## src/verilog/iec_defs.svh

```systemverilog
// Register offsets, bit positions, reset values and codes for the
// interrupt enable and acknowledge control block.
// Assumes a 32-bit AXI4-Lite bus with one aligned word per register.
`ifndef IEC_DEFS_SVH
`define IEC_DEFS_SVH
// Byte offsets of the registers.
`define IEC_OFF_CTRL   4'h0
`define IEC_OFF_STAT   4'h4
`define IEC_OFF_PEND   4'h8
`define IEC_OFF_MASK   4'hC
// Bits of the enable and acknowledge control register.
`define IEC_TXE_EN     7
`define IEC_TXD_EN     6
`define IEC_RXF_EN     5
`define IEC_NAK_EN     4
`define IEC_STP_EN     3
`define IEC_ACK_SEL    2
`define IEC_ACK_RX     1
`define IEC_ACK_TX     0
// Bits of the bus status register.
`define IEC_F_TXE      7
`define IEC_F_TXD      6
`define IEC_F_RXF      5
`define IEC_F_NAK      4
`define IEC_F_STP      3
`define IEC_F_ARB      2
`define IEC_F_OVR      1
// Writable bits of the control register and of the status register.
`define IEC_CTRL_WMASK 8'hFD
`define IEC_STAT_MASK  8'hFE
// Reset values.
`define IEC_CTRL_RST   8'h00
`define IEC_STAT_RST   8'h00
`define IEC_PEND_RST   5'h00
// Bus response codes.
`define IEC_RESP_OK    2'h0
`define IEC_RESP_ERR   2'h2
`endif

```

## src/verilog/iec_pkg.sv

```systemverilog
// Types shared by the interrupt enable and acknowledge control block.
// Assumes nothing of its surroundings.
package iec_pkg;
    // Write channel progress of the register slave.
    typedef enum {WR_IDLE, WR_RESP} iec_wstate_t;
endpackage

```

## src/verilog/iec_top.sv

```systemverilog
// Interrupt enable and acknowledge control of a two-wire bus unit.
// Assumes the flag events come from shifter logic on the same clock.
//
// Operation
// - Transmit-empty request needs flag and enable bit 7.
// - Transmit-end request at ninth rise, enable 6.
// - Clearing transmit-end flag or enable withdraws it.
// - Receive-full request gated by enable bit 5.
// - Clearing receive-full flag or enable withdraws it.
// - No-ack or arbitration lost request, enable 4.
// - Clearing no-ack, arbitration lost and overrun, or enable withdraws it.
// - Stop request only with enable bit 3.
// - Select 0 ignores received acknowledge bit.
// - Select 1 and ack 1 halts transfer.
// - Received ack captured read-only in bit 1.
// - Receiver sends bit 0 at ack time.
// - Transmit-end flag set at ninth rise or last bit.
// - No-ack flag set on missing ack, select 1.
//
// Added by the designer: the register addresses and the AXI4-Lite slave port.
`include "iec_defs.svh"
module iec_top (
    input  wire logic        CLK,
    input  wire logic        RST,
    input  wire logic [3:0]  AWADDR,
    input  wire logic        AWVALID,
    output logic             AWREADY,
    input  wire logic [31:0] WDATA,
    input  wire logic [3:0]  WSTRB,
    input  wire logic        WVALID,
    output logic             WREADY,
    output logic [1:0]       BRESP,
    output logic             BVALID,
    input  wire logic        BREADY,
    input  wire logic [3:0]  ARADDR,
    input  wire logic        ARVALID,
    output logic             ARREADY,
    output logic [31:0]      RDATA,
    output logic [1:0]       RRESP,
    output logic             RVALID,
    input  wire logic        RREADY,
    input  wire logic        SYNC_FMT,
    input  wire logic        TX_MODE,
    input  wire logic        EV_TX_EMPTY,
    input  wire logic        EV_NINTH_RISE,
    input  wire logic        EV_LAST_BIT,
    input  wire logic        EV_RX_LOAD,
    input  wire logic        EV_ACK_SAMPLE,
    input  wire logic        ACK_IN,
    input  wire logic        EV_ARB_LOST,
    input  wire logic        EV_OVERRUN,
    input  wire logic        EV_STOP,
    input  wire logic        TXDATA_WR,
    input  wire logic        RXDATA_RD,
    output logic             TX_EMPTY_IRQ,
    output logic             TX_DONE_IRQ,
    output logic             RX_FULL_IRQ,
    output logic             NO_ACK_IRQ,
    output logic             ERROR_IRQ,
    output logic             STOP_IRQ,
    output logic             ACK_OUT,
    output logic             XFER_HALT,
    output logic             IRQ
);
    logic [7:0]         ctrl;      // Enable and acknowledge control.
    logic [7:0]         stat;      // Bus status flags, bit 0 unused.
    logic [7:0]         stat_set;  // Hardware set terms per flag.
    logic [7:0]         stat_clr;  // Software clear terms per flag.
    logic [4:0]         pend;      // Sticky event bits.
    logic [4:0]         mask;      // Event mask, 1 lets a bit through.
    logic [4:0]         ev;        // Events feeding the sticky bits.
    logic [3:0]         aw_addr;   // Held write address.
    logic [7:0]         w_data;    // Held low byte of write data.
    logic               w_lane;    // Held strobe of the low byte.
    logic               aw_have;   // Write address is held.
    logic               w_have;    // Write data is held.
    logic               do_write;  // Register write happens now.
    logic               rd_take;   // Read address taken now.
    logic               rd_pend;   // This read clears the sticky bits.
    logic               ack_tx_sample; // Ack from a receiver sampled.
    iec_pkg::iec_wstate_t wstate;  // Write channel progress.

    // A write lands once address and data are both held and the low byte strobe is set.
    assign do_write = (wstate == iec_pkg::WR_IDLE) && aw_have && w_have && w_lane;
    assign rd_take  = ARVALID && ARREADY;
    assign rd_pend  = rd_take && (ARADDR == `IEC_OFF_PEND);
    assign ack_tx_sample = EV_ACK_SAMPLE && TX_MODE;

    // Write channel: address and data are taken in either order.
    always_ff @(posedge CLK) begin
        if (RST) begin
            AWREADY <= 1'b0;
            WREADY  <= 1'b0;
            BVALID  <= 1'b0;
            BRESP   <= `IEC_RESP_OK;
            aw_have <= 1'b0;
            w_have  <= 1'b0;
            aw_addr <= 4'h0;
            w_data  <= 8'h00;
            w_lane  <= 1'b0;
            wstate  <= iec_pkg::WR_IDLE;
        end else begin
            case (wstate)
                iec_pkg::WR_IDLE: begin
                    // Ready is lowered on the take so one beat only is held.
                    if (AWVALID && AWREADY) begin
                        aw_addr <= AWADDR;
                        aw_have <= 1'b1;
                        AWREADY <= 1'b0;
                    end else if (!aw_have) begin
                        AWREADY <= 1'b1;
                    end
                    if (WVALID && WREADY) begin
                        w_data <= WDATA[7:0];
                        w_lane <= WSTRB[0];
                        w_have <= 1'b1;
                        WREADY <= 1'b0;
                    end else if (!w_have) begin
                        WREADY <= 1'b1;
                    end
                    // Both halves held: answer, error if unmapped.
                    if (aw_have && w_have) begin
                        BVALID <= 1'b1;
                        BRESP  <= (aw_addr == `IEC_OFF_CTRL || aw_addr == `IEC_OFF_STAT ||
                                   aw_addr == `IEC_OFF_PEND || aw_addr == `IEC_OFF_MASK)
                                  ? `IEC_RESP_OK : `IEC_RESP_ERR;
                        wstate <= iec_pkg::WR_RESP;
                    end
                end
                iec_pkg::WR_RESP: begin
                    // The response stands until the master takes it.
                    if (BREADY) begin
                        BVALID  <= 1'b0;
                        aw_have <= 1'b0;
                        w_have  <= 1'b0;
                        wstate  <= iec_pkg::WR_IDLE;
                    end
                end
                default: begin
                    wstate <= iec_pkg::WR_IDLE;
                end
            endcase
        end
    end

    // Read channel: one read at a time, data registered on the take.
    always_ff @(posedge CLK) begin
        if (RST) begin
            ARREADY <= 1'b0;
            RVALID  <= 1'b0;
            RDATA   <= 32'h0000_0000;
            RRESP   <= `IEC_RESP_OK;
        end else if (rd_take) begin
            ARREADY <= 1'b0;
            RVALID  <= 1'b1;
            RRESP   <= `IEC_RESP_OK;
            case (ARADDR)
                `IEC_OFF_CTRL: RDATA <= {24'h000000, ctrl};
                `IEC_OFF_STAT: RDATA <= {24'h000000, stat};
                `IEC_OFF_PEND: RDATA <= {27'h0000000, pend};
                `IEC_OFF_MASK: RDATA <= {27'h0000000, mask};
                default: begin
                    RDATA <= 32'h0000_0000;
                    RRESP <= `IEC_RESP_ERR;
                end
            endcase
        end else if (RVALID) begin
            // Hold data until the master accepts it.
            if (RREADY) begin
                RVALID  <= 1'b0;
                ARREADY <= 1'b1;
            end
        end else begin
            ARREADY <= 1'b1;
        end
    end

    // Control register; the received ack bit ignores software writes.
    always_ff @(posedge CLK) begin
        if (RST) begin
            ctrl <= `IEC_CTRL_RST;
        end else begin
            if (do_write && aw_addr == `IEC_OFF_CTRL) begin
                ctrl <= (w_data & `IEC_CTRL_WMASK) | (ctrl & ~`IEC_CTRL_WMASK);
            end
            if (ack_tx_sample) begin
                ctrl[`IEC_ACK_RX] <= ACK_IN;
            end
        end
    end

    // Hardware set terms of the status flags.
    always_comb begin
        stat_set = 8'h00;
        stat_set[`IEC_F_TXE] = EV_TX_EMPTY;
        stat_set[`IEC_F_TXD] = (EV_NINTH_RISE && !SYNC_FMT && stat[`IEC_F_TXE])
                             || (EV_LAST_BIT && SYNC_FMT);
        stat_set[`IEC_F_RXF] = EV_RX_LOAD;
        stat_set[`IEC_F_NAK] = ack_tx_sample && ACK_IN && ctrl[`IEC_ACK_SEL];
        stat_set[`IEC_F_STP] = EV_STOP;
        stat_set[`IEC_F_ARB] = EV_ARB_LOST;
        stat_set[`IEC_F_OVR] = EV_OVERRUN;
    end

    // Software clear terms: a written 0 clears, data port access too.
    always_comb begin
        stat_clr = 8'h00;
        if (do_write && aw_addr == `IEC_OFF_STAT) begin
            stat_clr = ~w_data & `IEC_STAT_MASK;
        end
        if (TXDATA_WR) begin
            stat_clr[`IEC_F_TXE] = 1'b1;
            stat_clr[`IEC_F_TXD] = 1'b1;
        end
        if (RXDATA_RD) begin
            stat_clr[`IEC_F_RXF] = 1'b1;
        end
    end

    // Status flags; a set in the clearing cycle wins over the clear.
    always_ff @(posedge CLK) begin
        if (RST) begin
            stat <= `IEC_STAT_RST;
        end else begin
            stat <= (stat_set | (stat & ~stat_clr)) & `IEC_STAT_MASK;
        end
    end

    // Sticky events: end, receive, no-ack, stop, error.
    assign ev = {stat_set[`IEC_F_TXD], stat_set[`IEC_F_RXF], stat_set[`IEC_F_NAK],
                 stat_set[`IEC_F_STP], stat_set[`IEC_F_ARB] | stat_set[`IEC_F_OVR]};

    // A read of the sticky register clears it; new events still land.
    always_ff @(posedge CLK) begin
        if (RST) begin
            pend <= `IEC_PEND_RST;
        end else begin
            pend <= (rd_pend ? `IEC_PEND_RST : pend) | ev;
        end
    end

    // Mask register of the same layout as the sticky bits.
    always_ff @(posedge CLK) begin
        if (RST) begin
            mask <= `IEC_PEND_RST;
        end else if (do_write && aw_addr == `IEC_OFF_MASK) begin
            mask <= w_data[4:0];
        end
    end

    // Request outputs other than IRQ are registered levels of flags and enables, with SYNC_FMT gating the overrun term of NO_ACK_IRQ and ERROR_IRQ.
    // Withdrawal follows a flag or enable clear one cycle later.
    always_ff @(posedge CLK) begin
        if (RST) begin
            TX_EMPTY_IRQ <= 1'b0;
            TX_DONE_IRQ  <= 1'b0;
            RX_FULL_IRQ  <= 1'b0;
            NO_ACK_IRQ   <= 1'b0;
            ERROR_IRQ    <= 1'b0;
            STOP_IRQ     <= 1'b0;
            IRQ          <= 1'b0;
        end else begin
            TX_EMPTY_IRQ <= stat[`IEC_F_TXE] && ctrl[`IEC_TXE_EN];
            TX_DONE_IRQ  <= stat[`IEC_F_TXD] && ctrl[`IEC_TXD_EN];
            RX_FULL_IRQ  <= stat[`IEC_F_RXF] && ctrl[`IEC_RXF_EN];
            NO_ACK_IRQ   <= ctrl[`IEC_NAK_EN] && (stat[`IEC_F_NAK] || stat[`IEC_F_ARB]
                            || (SYNC_FMT && stat[`IEC_F_OVR]));
            ERROR_IRQ    <= SYNC_FMT && stat[`IEC_F_OVR]
                            && (ctrl[`IEC_RXF_EN] || ctrl[`IEC_NAK_EN]);
            STOP_IRQ     <= stat[`IEC_F_STP] && ctrl[`IEC_STP_EN];
            IRQ          <= |(pend & mask);
        end
    end

    // Acknowledge drive and halt decision for the shifter.
    always_ff @(posedge CLK) begin
        if (RST) begin
            ACK_OUT   <= 1'b0;
            XFER_HALT <= 1'b0;
        end else begin
            ACK_OUT   <= ctrl[`IEC_ACK_TX];
            XFER_HALT <= ctrl[`IEC_ACK_SEL] && ctrl[`IEC_ACK_RX];
        end
    end
endmodule // iec_top

```

## config.mk

```make
export PLATFORM = sky130hd
export DESIGN_NAME = iec_top
export DESIGN_NICKNAME = d
export VERILOG_FILES = /design/src/verilog/iec_pkg.sv /design/src/verilog/iec_top.sv
export VERILOG_INCLUDE_DIRS = /design/src /design/src/verilog
export SDC_FILE = /design/constraint.sdc
export NUM_CORES = 1
export LEC_CHECK = 0
export BUFFER_PORTS_ARGS = -buffer_cell sky130_fd_sc_hd__buf_2
export CAP_MARGIN = 15
export CORE_MARGIN = 2
export CORE_UTILIZATION = 43
export CTS_CLUSTER_DIAMETER = 100
export CTS_CLUSTER_SIZE = 10
export DETAILED_ROUTE_END_ITERATION = 16
export HOLD_SLACK_MARGIN = 0.08
export PLACE_DENSITY = 0.75
export SYNTH_ARGS = -nofsm -noshare
export SYNTH_HDL_FRONTEND = slang
export SYNTH_SLANG_ARGS = --single-unit
export TNS_END_PERCENT = 30
```

## constraint.sdc

```tcl
create_clock -name CLK -period 1.5 [get_ports CLK]
set_clock_uncertainty 0.1 [all_clocks]
set_input_delay 0 -clock CLK [delete_from_list [all_inputs] [get_ports CLK]]
set_output_delay 0 -clock CLK [all_outputs]
set_load 0.02 [all_outputs]
```

## Word-level counts from Yosys, hierarchy flattened

Cells that the tools add are included.

| word-level totals | value |
|---|---|
| flip-flop bits (word level) | 123 |
| output and inout port bits | 50 |
| word-level logic and storage cells | 130 |

| cells by class | value |
|---|---|
| equality and inequality tests | 14 |
| muxes and demuxes | 28 |
| bitwise operators | 8 |
| reduce and logical (&&, ||, !) cells | 51 |

Operators with widths:

| operator | number |
|---|---|
| $logic_not A32 Y1 | 2 |
| $mux W32 | 2 |
| $pmux W32 S2 | 1 |
| $eq A32 B1 Y1 const B | 1 |
| $pmux W8 S4 | 1 |
| $logic_and A1 B1 Y1 | 25 |
| $eq A4 B4 Y1 const B | 4 |
| $not A8 Y8 | 2 |
| $mux W1 | 15 |
| $reduce_and A2 Y1 | 6 |
| $reduce_and A3 Y1 | 3 |
| $and A8 B8 Y8 | 1 |
| $eq A4 B3 Y1 const B | 2 |
| $logic_not A4 Y1 | 2 |
| $mux W2 | 4 |
| $mux W8 | 1 |
| $ne A2 B2 Y1 const B | 4 |
| $or A8 B2 Y8 | 1 |
| $or A8 B8 Y8 | 1 |
| $logic_or A1 B1 Y1 | 7 |
| $ne A2 B1 Y1 const B | 3 |
| $pmux W1 S2 | 3 |
| $and A5 B5 Y5 | 1 |
| $mux W5 | 1 |
| other kinds (7) | 8 |

## Logic depth before layout (Yosys ltp)

Gate-level depths: netlist of run 1.

| depth | value |
|---|---|
| word-level depth | 10 |
| mapped depth | 6 |
| gate-level depth less buffers | 3 |

## Worst setup path before layout of run 1

Ideal clock, no wire load.

| path | value |
|---|---|
| kind | register to register |
| start | register BVALID (netlist name) |
| end | register mask[0] |
| setup time | 0.119 ns |
| arrival time | 1.342 ns |
| required time | 1.281 ns |
| slack | -0.061 ns |
| stages on the path, launching flop included | 7 |
| buffers on the path | 3 |
| clock period less this slack | 1.561 ns |
| path through | dfxtp_1 buf_4 and3b_1 buf_2 and4_1 buf_4 mux2i_1 |

RTL lines:

| element | line | source |
|---|---|---|
| to (signal assigned) | iec_top.sv:245 | `` mask <= `IEC_PEND_RST; `` |
| to (signal assigned) | iec_top.sv:247 | `mask <= w_data[4:0];` |
| to (decl) | iec_top.sv:70 | `logic [4:0] mask;` |

## Final worst setup path of run 1

| path | value |
|---|---|
| start | input ARADDR[3] |
| end | register RDATA[7] |

| on the way | value |
|---|---|
| longest elaborated chain between the ends | 2 |

RTL lines:

| element | line | source |
|---|---|---|
| from (decl) | iec_top.sv:35 | `input wire logic [3:0] ARADDR,` |
| $eq A4 B4 Y1, or another cell as far along | iec_top.sv:157 | `case (ARADDR)` |
| $pmux W8 S4 * | iec_top.sv:157 |  |
| to (signal assigned) | iec_top.sv:158 | `` `IEC_OFF_CTRL: RDATA <= {24'h000000, ctrl}; `` |
| to (signal assigned) | iec_top.sv:159 | `` `IEC_OFF_STAT: RDATA <= {24'h000000, stat}; `` |
| to (signal assigned) | iec_top.sv:160 | `` `IEC_OFF_PEND: RDATA <= {27'h0000000, pend}; `` |
| to (decl) | iec_top.sv:38 | `output logic [31:0] RDATA,` |

Mark *: on every way between the ends. The rest lies on a longest branch, timed or not.
A chain may end at the register's enable or synchronous reset.

==> results of run 1 <==
-- where the power goes --
part / switching [mW] / total (mW) / internal [mW]
clock network: 0.627 / 1.48 / 0.854
logic: 0.236 / 0.447 / 0.211
registers: 0.0467 / 1.80 / 1.76
total: 0.909 / 3.73 / 2.82
-- Yosys cell counts (4+ instances only) --
cell	count
buf_2	6
nand2b_1	26
clkbuf_1	7
a22o_1	5
o21ai_0	5
dfxtp_1	64
inv_1	7
a21oi_1	20
and4_1	4
o21bai_1	5
nor2_1	34
nand2_1	15
mux2i_1	37
buf_4	29
o22ai_1	4
-- how the worst min path moves through the flow --
stage                          from    endpoint  slack [ns]  cells after the start
final                     ARADDR[2]    RDATA[7]        0.10                      3
after detailed placement   WDATA[3]   w_data[3]        0.14                      3
after global routing      ARADDR[2]    RDATA[7]        0.11                      3
after CTS                 ARADDR[2]    RDATA[7]         0.1                      3
after floorplan              BREADY      w_have        0.02                      1
after global placement    AWADDR[2]  aw_addr[2]        0.13                      3
-- area by class of cell --
class                      instances  area (um2)
multi-input combinational        213        1310
fill                             588        2640
sequential                        64        1280
clock inverter                     3        40.0
timing repair buffer             106         756
clock buffer                      13         159
tap                               77        96.3
inverter                           7        26.3
-- stage by stage --
step	hold WS [ns]	power (mW)	worst slack [ns]	std cells	utilization, %
finish	0.102	3.73	0.0167	483	58.2
floorplan	0.0158	2.14	0.00347	326	-
global placement	0.128	2.20	0.162	428	48.8
global route	0.111	3.90	0.00284	483	58.2
detailed placement	0.137	2.21	0.118	428	48.8
CTS	0.0993	3.76	0.0262	483	58.1
-- logic make-up after synthesis --
group	count (synthesis)	synth area share [%]
compound gates	52	11.7
other cells	1	0.134
mux	37	13.2
simple gates	98	18.5
flops	64	45.8
buf+inv	49	10.7
-- tightest hold or removal path, stage by stage --
cell     delay (ns)
buf_2          0.23
mux2i_1        0.16
o21ai_1        0.10
-- routing by layer --
metal / vias to the layer above / wire, um / GRT usage (%)
met5: - / 0 / 0
met1: 1075 / 2620 / 20.5
met2: 66 / 3030 / 31.0
li1: 1179 / - / -
met3: 8 / 388 / 8.06
met4: 0 / 62 / 4.62
-- sequential cells by signal, summed over array words and instances, names as in the netlist, 4 cells and up --
name	count
RDATA	8
ctrl	8
w_data	8
stat	7
mask	5
pend	5
aw_addr	4
-- repair_timing --
action	4_1_cts	5_1_grt
hold buffers	39	0
endpoints found under the hold margin	47	0
endpoints found under the setup margin	0	2
resized for setup	0	1
==> metrics.txt, run 1 <==
status=finished, final reports clean; Post-route DRC=0; clk_lat worst skew=between 0.3 and 0.4 ns; largest net degree at the start of global routing=59; synth-to-layout area growth=31.2%; R2R cell count=3; Starting Density=between 40% and 50%; fin. max-slew vios=0; Synth Cell Area=2800 um2; Warnings, synthesis=0; die area=7170 um2; RR Startpoint=ARREADY; CP arrival=1.66 ns; Reg-to-Reg End=RVALID; Buf+Inv Stages, Crit Path=2; commonest non-fill, non-tap cell in the layout=dfxtp_1; via count=roughly 2300; Pre-antenna DRT Iters=4; beginning of the critical path=ARADDR[3]; Buffers on Ports=60; Avg WL per Cell=approximately 13 um; top_reg_cell synth=dfxtp_1; all-layer global routing usage=between 10% and 20%; Final HPWL DP=around 4200 um; Final Hold Viols=0; Rows=29; fraction of final layout cells sized beyond drive strength 1=20.9%; area post-placement=just over 3000 um2; Max Cap Violations=0; Setup CP Type=input pin to flop; Design Area, Final=3670 um2; asr flop ratio synth=0%; PD cells=around 1000 nW/um2; slowest cell delay on critical path=0.53 ns; 1st-iter DRT viols=76; maximum fanout along the worst path=6; CP Launch Type=input pin; Worst Setup EP=RDATA[7]; antenna violations before repair=0; Lkg Pwr=~1.7 nW; RSZ-0062 raised after global routing=no; number of synthesized flops with an enable pin=0; H-Tree Depth=3; # diodes=0; Seq/Total Area, Yosys=a little under half; Setup TNS Final=0 ns; die width=84.7 um; final antenna-violating net count=0; r2r setup slk=approximately 0.15 ns; Max Fclk=roughly 670 MHz; Worst Hold Class=input pin to flop; Worst setup EP type=flop; Synth top area share=45.8%; vias in the first global route=around 2300; critical path's slowest cell=dlygate4sd3_1; most frequent cells in the layout=dfxtp_1 (63), buf_2 (60), dlygate4sd3_1 (39); Post-CTS Setup Bufs=0; Via-to-Cell Ratio=~4.8; clock buffer depth=2; nets=465; critical path cell sequence=dlygate4sd3_1 -> buf_2 -> or3_1 -> or3_4 -> o21ai_1; first-pass GRT wire length=~10000 um; placer congestion estimate=just over 0.8; CP top delay family=simple AND/OR/NAND/NOR gates; Synth Instances=between 300 and 400; Worst VDD drop=~1200 uV; # setup viols final=0; area of the core=about 6300 um2; TritonCTS clock tree=built; routed wire length=slightly above 6000 um; global route overflow=0; Worst-path clk slew=about 0.06 ns; total I/O pin count=114; CP required=around 1.7 ns; clock root cell=clkbuf_8; Area contributors post-synth=dfxtp_1 (46%), mux2i_1 (13%), buf_4 (7.8%); Seq cells post-synth=between 60 and 70; min cycle time layout=between 1 and 1.5 ns; CTS Buf Count=9; Synth area leader=dfxtp_1; syn avg cell area=~9.3 um2; Die Y=about 85 um; WP depth=5; clock sinks=64; period utilization=a little over nine tenths; synth unique cells=38
(Power assumes the default switching activity.)
==> run 2: changes to the inputs <==
--- a/config.mk
+++ b/config.mk
@@ -8,7 +8,6 @@
 export LEC_CHECK = 0
 export BUFFER_PORTS_ARGS = -buffer_cell sky130_fd_sc_hd__buf_2
 export CAP_MARGIN = 15
-export CORE_MARGIN = 2
 export CORE_UTILIZATION = 43
 export CTS_CLUSTER_DIAMETER = 100
 export CTS_CLUSTER_SIZE = 10
==> run 2 against run 1 <==
Effect of this change:
- fmax increased by 5.4%
- register-to-register slack lost 0.06 ns
- sequential power barely moved
- wire length decreased by 3.5%
- clock-buffer cell count did not move
- via count is 1.1% lower
- power fell by 7.3%
- sequential share of layout area up 0.49 points
- core utilization fell by 0.81 points
- final cell count decreased by 0.62%
- worst hold slack got worse by 0.036 ns
- largest power group unchanged
==> metrics.txt, run 2 (synthesized netlist as in run 1, its figures left out) <==
via count=2303; sw power=0.868 mW; Fillers=a little under 600; status=finished, final reports clean; largest net degree at the start of global routing=between 50 and 60; die width=between 80 and 90 um; RSZ-0062 raised after global routing=no; Lkg Pwr=approximately 1.7 nW; antenna violations before repair=0; Post-CTS Setup Bufs=0; maximum fanout along the worst path=11; placed insts=approximately 430; Rows=29; Post-route DRC=0; nets=roughly 460; clock buffer depth=2; first-pass GRT wire length=9450 um; Starting Density=44.3%; Gate power share=between 10% and 20%; area of the core=6310 um2; # diodes=0; CP arrival=1.57 ns; Worst Hold Class=input pin to flop; Top Registers=RDATA: 8 flops, ctrl: 8 flops, w_data: 8 flops; all-layer global routing usage=18.7%; CP Launch Type=flop; most frequent cells in the layout=dfxtp_1 (63), buf_2 (60), dlygate4sd3_1 (38); Final Hold Viols=0; PnR Total Power=approximately 3.5 mW; clock root cell=clkbuf_8; die area=6840 um2; Worst-path clk slew=0.07 ns; routed wire length=between 5000 and 6000 um; PD cells=about 960 nW/um2; period utilization=93.8%; 1st-iter DRT viols=between 90 and 100; vias in the first global route=~2200; TritonCTS clock tree=built; synth-to-layout area growth=29.4%; CTS Buf Count=9; Post-Route Utilization=approximately 57%; # setup viols final=0; min cycle time layout=roughly 1.4 ns; Power Internal=around 2.6 mW; Setup TNS Final=0 ns; Setup CP Type=flop to flop; Worst setup EP type=flop; Pre-antenna DRT Iters=4; Sequential Power Share=52.2%; clock sinks=64; placer congestion estimate=0.794; H-Tree Depth=3; r2r setup slk=0.09 ns; clock share of power=a little over a third; slowest cell delay on critical path=between 0.3 and 0.4 ns; Via-to-Cell Ratio=4.80; Avg WL per Cell=roughly 12 um; fraction of final layout cells sized beyond drive strength 1=20.3%; critical path cell sequence=and3b_1 -> and4_1 -> buf_4 -> mux2i_1; total I/O pin count=roughly 110; critical path's slowest cell=dfxtp_2; Max Cap Violations=0; fin. max-slew vios=0; fin cells=480; Die Y=just over 80 um; switching share of total power=around 25%; Max Fclk=between 700 and 800 MHz; final antenna-violating net count=0; Worst VDD drop=around 700 uV; Buffers on Ports=60; commonest non-fill, non-tap cell in the layout=dfxtp_1; Final HPWL DP=approximately 4100 um; global route overflow=0; CP required=1.66 ns; clk_lat worst skew=0.33 ns
run 2: cell types whose count changed in the layout (fill, tap and decap cells not counted):
cell,before,now
clkbuf_8,11,10
or3_1,1,0
and4_1,3,4
or3_4,1,2
clkinv_2,2,1
dlygate4sd3_1,39,38
and4_2,1,0
bufinv_16,1,0
clkbuf_1,2,3
run 2: metal layers:
layer	vias up	routed length [um]	part of all wire (%)	track usage (%)
li1	1176	-	-	-
met1	1050	2660	45	21.0
met2	66	2830	48	32.6
met3	11	307	5.2	6.15
met4	0	91	1.5	7.07
met5	-	0	0	0
run 2: final timing paths:
| kind | depth (start not counted) | to | startpoint |
|---|---|---|---|
| worst max register to register | 4 | ctrl[7] | BVALID |
| worst max-delay path | 4 | ctrl[7] | BVALID |
| worst min-delay path | 4 | RDATA[7] | ARADDR[1] |
| worst min register to register | 2 | TX_EMPTY_IRQ | ctrl[7] |
run 2: stage by stage:
stage | instance area (um2) | hold WS [ns] | worst slack, ns
floorplan | 2890 | 0.0158 | 0.00347
CTS | 3620 | 0.0802 | 0.0376
finish | 3620 | 0.0661 | 0.0926
detailed placement | 3080 | 0.136 | 0.0955
global route | 3620 | 0.0874 | 0.00767
global placement | 3080 | 0.128 | 0.149
run 2: worst max-delay path: cells and delay by family, from the launching register on:
kind          cells  cell delay (ns)
simple gates      2             0.50
flops             1             0.37
mux               1             0.19
buf+inv           1             0.17
run 2: layout make-up:
type | count | area, um2 | area share (%)
inverter | 7 | 26.3 | 0.726
clock buffer | 13 | 149 | 4.11
clock inverter | 1 | 5.00 | 0.138
sequential | 64 | 1280 | 35.4
multi-input combinational | 213 | 1320 | 36.4
timing repair buffer | 105 | 746 | 20.6
tap | 77 | 96.3 | 2.66
run 2: power groups by stage:
stage / Combinational, mW / Sequential, mW / Clock [mW]
6_report: 0.442 / 1.81 / 1.21
5_1_grt: 0.489 / 1.81 / 1.32
3_3_place_gp: 0.357 / 1.84 / 0
2_1_floorplan: 0.295 / 1.85 / 0
3_5_place_dp: 0.365 / 1.84 / 0
4_1_cts: 0.439 / 1.81 / 1.24
run 2: what timing repair did:
item / CTS / global route
gates resized for setup: 0 / 1
endpoints found under the hold margin: 48 / 0
hold buffers: 38 / 0
setup endpoints to repair: 0 / 1
